### src/rtl/sld_defines.svh
`ifndef SLD_DEFINES_SVH
`define SLD_DEFINES_SVH

// Field widths
`define SLD_LOAD_W 10
`define SLD_THR_W 8
`define SLD_LEN_W 8
`define SLD_IVL_W 20
`define SLD_INT_W 2

// Register byte offsets
`define SLD_OFS_CTRL 8'h00
`define SLD_OFS_LOWER_VEL 8'h04
`define SLD_OFS_CHOP_UPPER 8'h08
`define SLD_OFS_RESULT 8'h0C
`define SLD_OFS_STEP_IVL 8'h10
`define SLD_OFS_INT_STATUS 8'h14
`define SLD_OFS_INT_MASK 8'h18

// Control register field positions
`define SLD_CTRL_THR_LSB 0
`define SLD_CTRL_LEN_LSB 8

// Interrupt bit positions
`define SLD_INT_STALL 0
`define SLD_INT_UPDATE 1

// Reset values
`define SLD_RST_THR 8'h00
`define SLD_RST_LEN 8'h01
`define SLD_RST_LOWER_VEL 20'h00000
`define SLD_RST_CHOP_UPPER 20'h00000
`define SLD_RST_INT_MASK 2'h0

`endif

### src/rtl/sld_pkg.sv
`include "sld_defines.svh"

package sld_pkg;

  typedef struct packed {
    logic [`SLD_LEN_W-1:0] cnt;
    logic pulse;
  } sld_stretch_s;

  typedef struct packed {
    logic ready;
    logic ap_valid;
    logic ap_write;
    logic [7:0] ap_addr;
    logic [31:0] rdata;
    logic [`SLD_THR_W-1:0] threshold;
    logic [`SLD_LEN_W-1:0] pulse_len;
    logic [`SLD_IVL_W-1:0] lower_vel;
    logic [`SLD_IVL_W-1:0] chop_upper;
    logic [`SLD_LOAD_W-1:0] result;
    logic [`SLD_INT_W-1:0] int_status;
    logic [`SLD_INT_W-1:0] int_mask;
    logic irq;
    logic stall_trig;
    logic step_seen;
  } sld_state_s;

  typedef struct packed {
    logic sel;
    logic [31:0] addr;
    logic [1:0] trans;
    logic write;
    logic [2:0] size;
    logic [31:0] wdata;
    logic ready;
  } sld_ahb_req_s;

endpackage

### src/rtl/sld_top.sv
// Notes on behaviour
// - Stall when measurement below twice threshold
// - Larger measurement means lighter load
// - Stall shown as pulse, not level
// - Pulse only quiet chopper, interval in window
// - Measurement refreshed once per full step
// - Threshold compared, measurement itself never shifted
// - Measurement is ten-bit unsigned
`include "sld_defines.svh"

module sld_top (
  input wire logic sys_clk,
  input wire logic nrst,
  input wire logic hsel,
  input wire logic [31:0] haddr,
  input wire logic [1:0] htrans,
  input wire logic hwrite,
  input wire logic [2:0] hsize,
  input wire logic [31:0] hwdata,
  input wire logic hready,
  output logic [31:0] hrdata,
  output logic hreadyout,
  output logic hresp,
  input wire logic full_step,
  input wire logic [`SLD_LOAD_W-1:0] bemf_load,
  input wire logic quiet_chopper_active,
  input wire logic [`SLD_IVL_W-1:0] step_interval_measure,
  output logic diagnostic_pulse_out,
  output logic irq
);

  sld_pkg::sld_state_s st;
  sld_pkg::sld_state_s next_st;
  sld_pkg::sld_ahb_req_s req;
  logic accept;
  logic gate_ok;
  logic below;
  logic stall_now;
  logic [`SLD_LOAD_W-1:0] doubled;
  logic [31:0] rd_word;
  logic [`SLD_INT_W-1:0] clr;
  logic [`SLD_INT_W-1:0] set_ev;

  assign req = '{sel: hsel, addr: haddr, trans: htrans, write: hwrite,
                 size: hsize, wdata: hwdata, ready: hready};
  assign accept = req.sel && req.trans[1] && req.ready;

  // Threshold doubled and widened to the measurement width
  assign doubled = {1'b0, st.threshold, 1'b0};
  // Raw measurement compared, never offset by the threshold
  assign below = bemf_load < doubled;
  // Stall window: quiet chopper and interval between both limits
  assign gate_ok = quiet_chopper_active
                   && (st.lower_vel >= step_interval_measure)
                   && (step_interval_measure > st.chop_upper);
  // Evaluated only on the update strobe
  assign stall_now = full_step && gate_ok && below;

  // Read data selection
  always_comb begin
    rd_word = 32'h00000000;
    case (st.ap_addr)
      `SLD_OFS_CTRL: begin
        rd_word[`SLD_CTRL_THR_LSB +: `SLD_THR_W] = st.threshold;
        rd_word[`SLD_CTRL_LEN_LSB +: `SLD_LEN_W] = st.pulse_len;
      end
      `SLD_OFS_LOWER_VEL: begin
        rd_word[`SLD_IVL_W-1:0] = st.lower_vel;
      end
      `SLD_OFS_CHOP_UPPER: begin
        rd_word[`SLD_IVL_W-1:0] = st.chop_upper;
      end
      `SLD_OFS_RESULT: begin
        rd_word[`SLD_LOAD_W-1:0] = st.result;
      end
      `SLD_OFS_STEP_IVL: begin
        rd_word[`SLD_IVL_W-1:0] = step_interval_measure;
      end
      `SLD_OFS_INT_STATUS: begin
        rd_word[`SLD_INT_W-1:0] = st.int_status;
      end
      `SLD_OFS_INT_MASK: begin
        rd_word[`SLD_INT_W-1:0] = st.int_mask;
      end
      default: begin
        rd_word = 32'h00000000;
      end
    endcase
  end

  always_comb begin
    next_st = st;
    clr = {`SLD_INT_W{1'b0}};
    next_st.ready = st.ready;
    // Write data phase, zero wait
    if (st.ap_valid && st.ap_write) begin
      next_st.ap_valid = 1'b0;
      case (st.ap_addr)
        `SLD_OFS_CTRL: begin
          next_st.threshold = req.wdata[`SLD_CTRL_THR_LSB +: `SLD_THR_W];
          next_st.pulse_len = req.wdata[`SLD_CTRL_LEN_LSB +: `SLD_LEN_W];
        end
        `SLD_OFS_LOWER_VEL: begin
          next_st.lower_vel = req.wdata[`SLD_IVL_W-1:0];
        end
        `SLD_OFS_CHOP_UPPER: begin
          next_st.chop_upper = req.wdata[`SLD_IVL_W-1:0];
        end
        `SLD_OFS_INT_STATUS: begin
          clr = req.wdata[`SLD_INT_W-1:0];
        end
        `SLD_OFS_INT_MASK: begin
          next_st.int_mask = req.wdata[`SLD_INT_W-1:0];
        end
        default: begin
          next_st.ap_valid = 1'b0;
        end
      endcase
    end
    // Read data phase, one wait state
    if (st.ap_valid && !st.ap_write) begin
      next_st.ap_valid = 1'b0;
      next_st.rdata = rd_word;
      next_st.ready = 1'b1;
    end
    if (accept) begin
      next_st.ap_valid = 1'b1;
      next_st.ap_write = req.write;
      next_st.ap_addr = req.addr[7:0];
      if (!req.write) begin
        next_st.ready = 1'b0;
      end
    end
    // Measurement latched only on a full step, unmodified
    if (full_step) begin
      next_st.result = bemf_load;
    end
    next_st.step_seen = full_step;
    next_st.stall_trig = stall_now;
    // Sticky events, a new event beats a clear
    set_ev = {`SLD_INT_W{1'b0}};
    set_ev[`SLD_INT_STALL] = st.stall_trig;
    set_ev[`SLD_INT_UPDATE] = st.step_seen;
    next_st.int_status = (st.int_status & ~clr) | set_ev;
    next_st.irq = |(next_st.int_status & next_st.int_mask);
  end

  always_ff @(posedge sys_clk or negedge nrst) begin
    if (!nrst) begin
      st <= '0;
      st.ready <= 1'b1;
      st.threshold <= `SLD_RST_THR;
      st.pulse_len <= `SLD_RST_LEN;
      st.lower_vel <= `SLD_RST_LOWER_VEL;
      st.chop_upper <= `SLD_RST_CHOP_UPPER;
      st.int_mask <= `SLD_RST_INT_MASK;
    end else begin
      st <= next_st;
    end
  end

  // Stall shown as a bounded pulse on the diagnostic pin
  sld_pulse_stretch u_stretch (
    .sys_clk(sys_clk),
    .nrst(nrst),
    .trig(st.stall_trig),
    .len(st.pulse_len),
    .pulse(diagnostic_pulse_out)
  );

  assign hrdata = st.rdata;
  assign hreadyout = st.ready;
  assign hresp = 1'b0;
  assign irq = st.irq;
endmodule

### src/rtl/sld_pulse_stretch.sv
`include "sld_defines.svh"

module sld_pulse_stretch (
  input wire logic sys_clk,
  input wire logic nrst,
  input wire logic trig,
  input wire logic [`SLD_LEN_W-1:0] len,
  output logic pulse
);

  sld_pkg::sld_stretch_s st;
  sld_pkg::sld_stretch_s next_st;

  // A length of zero behaves as one cycle
  always_comb begin
    next_st = st;
    if (trig) begin
      next_st.pulse = 1'b1;
      if (len == {`SLD_LEN_W{1'b0}}) begin
        next_st.cnt = {`SLD_LEN_W{1'b0}};
      end else begin
        next_st.cnt = len - 8'h01;
      end
    end else if (st.cnt != {`SLD_LEN_W{1'b0}}) begin
      next_st.pulse = 1'b1;
      next_st.cnt = st.cnt - 8'h01;
    end else begin
      next_st.pulse = 1'b0;
    end
  end

  always_ff @(posedge sys_clk or negedge nrst) begin
    if (!nrst) begin
      st <= '0;
    end else begin
      st <= next_st;
    end
  end

  assign pulse = st.pulse;

endmodule

### config.mk
export PLATFORM = sky130hd
export DESIGN_NAME = sld_top
export DESIGN_NICKNAME = d
export VERILOG_FILES = /design/src/rtl/sld_pkg.sv /design/src/rtl/sld_top.sv /design/src/rtl/sld_pulse_stretch.sv
export VERILOG_INCLUDE_DIRS = /design/src /design/src/rtl
export SDC_FILE = /design/constraint.sdc
export NUM_CORES = 1
export LEC_CHECK = 0
export BUFFER_PORTS_ARGS = -buffer_cell sky130_fd_sc_hd__buf_2
export CAP_MARGIN = 25
export CORE_ASPECT_RATIO = 1.1
export CORE_MARGIN = 10
export CORE_UTILIZATION = 50
export DETAILED_ROUTE_END_ITERATION = 8
export GPL_TIMING_DRIVEN = 0
export PLACE_DENSITY = 0.72
export SYNTH_ARGS = -nofsm -noshare
export SYNTH_HDL_FRONTEND = slang
export SYNTH_HIERARCHICAL = 1
export SYNTH_SLANG_ARGS = --single-unit
### constraint.sdc
create_clock -name sys_clk -period 2.4 [get_ports sys_clk]
set_input_delay 0.24 -clock sys_clk [delete_from_list [all_inputs] [get_ports sys_clk]]
set_output_delay 0.24 -clock sys_clk [all_outputs]
set_load 0.005 [all_outputs]
==> impl_metrics.yaml <==
setup_path:
  crit_family: "simple AND/OR/NAND/NOR gates"
  critPathMaxStageDelay_ps: 380
  crit_buf_inv: 2
  critPathSlowestCell: "mux2_2"
  crit_required_ps: 2710
  cp_max_fo: 8
  cp_common_cell: "buf_6"
  worst_ep_arrival_time_ps: 2560
  critPathLaunchType: "flop"
  crit_chain: "nor4_1 > nand2b_1 > buf_6 > or2_1 > buf_6 > nor3_2 > mux2_2 > a22o_1"
  path_class: "reg2reg"
  endpoint_kind: "flop"
drt:
  num_vias: 5204
  vias_per_cell: 5.67
  drt-wirelength-per-cell_um: 19.5
  ant_nets: 0
  highest-signal-layer: "met4"
  wl_met1_um: 7670
  met2_wirelength_um: 8490
  wl_met3_um: 1250
  drtIter0Drc: 327
  first_pass_iters: 5
  route.detailed.drc: 0
  drt-total-wl_um: 17900
clocking:
  clk_pin_slew_ps: 50
  numCtsBuffers: 17
  clockBufferDepth: 2
  cts.sinks: 113
  cts_tree: "built"
  insertion_delay_ps: 430
  htreeDepth: 4
  clockRootBuffer: "clkbuf_16"
sta:
  rsz0062_at_grt: "no"
  setup_viol: 0
  period_minus_slack_ps: 2250
  fmax_mhz: 445
  slew_headroom_pct: 39.6
  skew_ps: 8.99
  whs_ps: 49.1
  drv_slew: 0
  worst_pin_slew_ps: 899
  worst_slack_ps: 152
  hold_viol: 0
  fin_crit_sh_pct: 93.7
layout:
  antenna_cells: 0
  fin_cells: 918
  fin_nets: 901
  syn_to_final_growth_pct: 20.3
  drive_above_1_share_pct: 32.4
  design_area_sq_mm: 0.00803
floorplanning:
  fp.dieH_um: 141
  dieArea_sq_mm: 0.0184
  die_w_um: 130
  initial_core_util_pct: 50.7
  pin_count: 142
  core_region_area_sq_mm: 0.0132
  fp-row-count: 44
run_status:
  status: "finished, final reports clean"
placement:
  post-place-cells: 881
  portBuffers: 88
  dp_hpwl_um: 13300
  post-place-ws_ps: -67.1
  dpl_cell_area_sq_mm: 0.00739
  gp_congestion: 0.991
hold_path:
  hold_class: "in2reg"
global_routing:
  grt_max_degree: 69
  grt_pass1_vias: 5487
  grt_usage_pct: 19.9
  overflow: 0
  antenna_found_initial: 0
  grt_pass1_wl_um: 28400
flow_run:
  maxCapViolCount: 0
synthesis:
  synthArstFlopShare_pct: 100
  yosysWarnings: 6
  syn_inst: 619
  ys_seq_elements: 113
  syn_area_sq_mm: 0.00668
  syn_area_per_cell_sq_um: 10.8
  synth-main-ff-cell: "dfrtp_1"
  synth.distinct_cells: 54
  synth_edf_count: 0
  yosysSeqAreaShare_pct: 42.4
pwr:
  p_leak_uw: 0.00415
  total_power_uw: 5870
  p_per_area_mw_per_mm2: 731
  ir_worst_vdd_uv: 717
logic make-up after synthesis:
group	synth area share, %
AND/OR/NAND/NOR	9.24
other	0.0562
adder cells (fa/ha/maj)	9.71
buffers and inverters	9.00
flip-flops	42.4
AO/OA/AOI/OAI	12.0
multiplexers	15.9
XOR/XNOR	1.71
power by group:
| part | leakage, uW | internal (uW) | switching [uW] | total, uW |
|---|---|---|---|---|
| clock network | 0.000281 | 1550 | 866 | 2420 |
| logic | 0.00246 | 567 | 608 | 1170 |
| registers | 0.00141 | 2110 | 166 | 2270 |
through the flow:
| stage | utilization, % | TNS, ps |
|---|---|---|
| after floorplan | - | 0 |
| after global placement | 56.0 | -28560 |
| after detailed placement | 56.2 | -1350 |
| after CTS | 60.8 | 0 |
| after global routing | 61.0 | 0 |
| final | 61.0 | 0 |
metal layers:
metal | vias up | GRT usage [%]
li1 | 2404 | -
met1 | 2557 | 24.7
met2 | 202 | 31.8
met3 | 41 | 5.36
met4 | 0 | 8.18
met5 | - | 0
cell usage in the layout (no fill, tap or decap), drive strengths merged, types with 4 or more instances in the layout:
cell / n
a22o: 7
nand4: 5
o211ai: 4
mux2i: 16
conb: 13
o22a: 4
buf: 136
nand3: 7
nand2: 37
a21oi: 25
clkinv: 4
ha: 51
dfrtp: 111
a21o: 6
nor2: 31
nor3b: 5
a221o: 6
xnor2: 9
a211oi: 4
nor2b: 4
inv: 56
xor2: 4
nand2b: 4
a222oi: 6
clkbuf: 42
nor4: 5
o21ai: 34
mux2: 71
a221oi: 7
nor3: 17
synthesized netlist by cell type (all sizes together) (3+ instances only):
cell       n  share of area [%]
xnor2      9                1.2
nor2b      4               0.37
a221o      6               0.90
nand3      7               0.60
nand2     37                2.1
a211oi     4               0.45
xor2       4               0.52
o22ai      3               0.28
nand2b     4               0.37
o22a       4               0.52
a2111oi    3               0.39
o21ai     34                2.5
a22o       7               0.92
a21o       6               0.67
o32ai      3               0.39
nor3b      5               0.56
o211ai     4               0.45
nand4      5               0.47
mux2      71                 13
buf       46                5.1
inv       56                3.1
nor2      31                1.7
a222oi     6               0.90
dfrtp    111                 42
nor3      17                1.6
a221oi     7               0.92
nor4       5               0.69
mux2i     16                2.4
a21oi     25                1.9
ha        51                9.6
clkbuf    13               0.73
timing repair:
action,4_1_cts,5_1_grt
pin swaps,1,2
gates resized for setup,4,7
endpoints found under the setup margin,34,54
setup buffers,1,2
hold buffers,2,0
endpoints found under the hold margin,46,0
path summary, 6_finish.rpt:
check | start | to | slack, ps | depth (start not counted)
worst max-delay path | st[105]$_DFFE_PN0P_ | irq$_DFF_PN0_ | 150 | 8
worst min-delay path | haddr[1] | st[106]$_DFFE_PN0P_ | 50 | 2
worst max register to register | st[105]$_DFFE_PN0P_ | irq$_DFF_PN0_ | 150 | 8
worst min register to register | set_ev[1]$_DFF_PN0_ | st[6]$_DFF_PN0_ | 460 | 1
max in group asynchronous | nrst | st[57]$_DFFE_PN1P_ | 1220 | 3
min in group asynchronous | nrst | hrdata[3]$_DFFE_PN0P_ | 390 | 2
state kept, by name, summed over array words and instances, names as in the netlist:
name,flops
st,72
hrdata,20
doubled,8
u_stretch/st,8
set_ev,2
hreadyout,1
irq,1
u_stretch/pulse,1
area by class of cell:
| type | count | area [sq um] |
|---|---|---|
| fillers | 1089 | 5130 |
| multi-input cells | 403 | 3310 |
| flip-flops and latches | 113 | 2830 |
| clock buffers | 27 | 513 |
| repair buffers | 94 | 513 |
| plain buffers | 59 | 397 |
| inverters | 56 | 210 |
| well taps | 161 | 201 |
| clock inverters | 5 | 50.0 |
worst register-to-register path, delay by kind of cell, from the launching register on:
kind                   cells  cell delay, ps
flip-flops                 1             370
AND/OR/NAND/NOR            4             880
multiplexers               1             380
buffers and inverters      2             300
AO/OA/AOI/OAI              1             210
No activity file was read; power rests on OpenSTA's default activity.
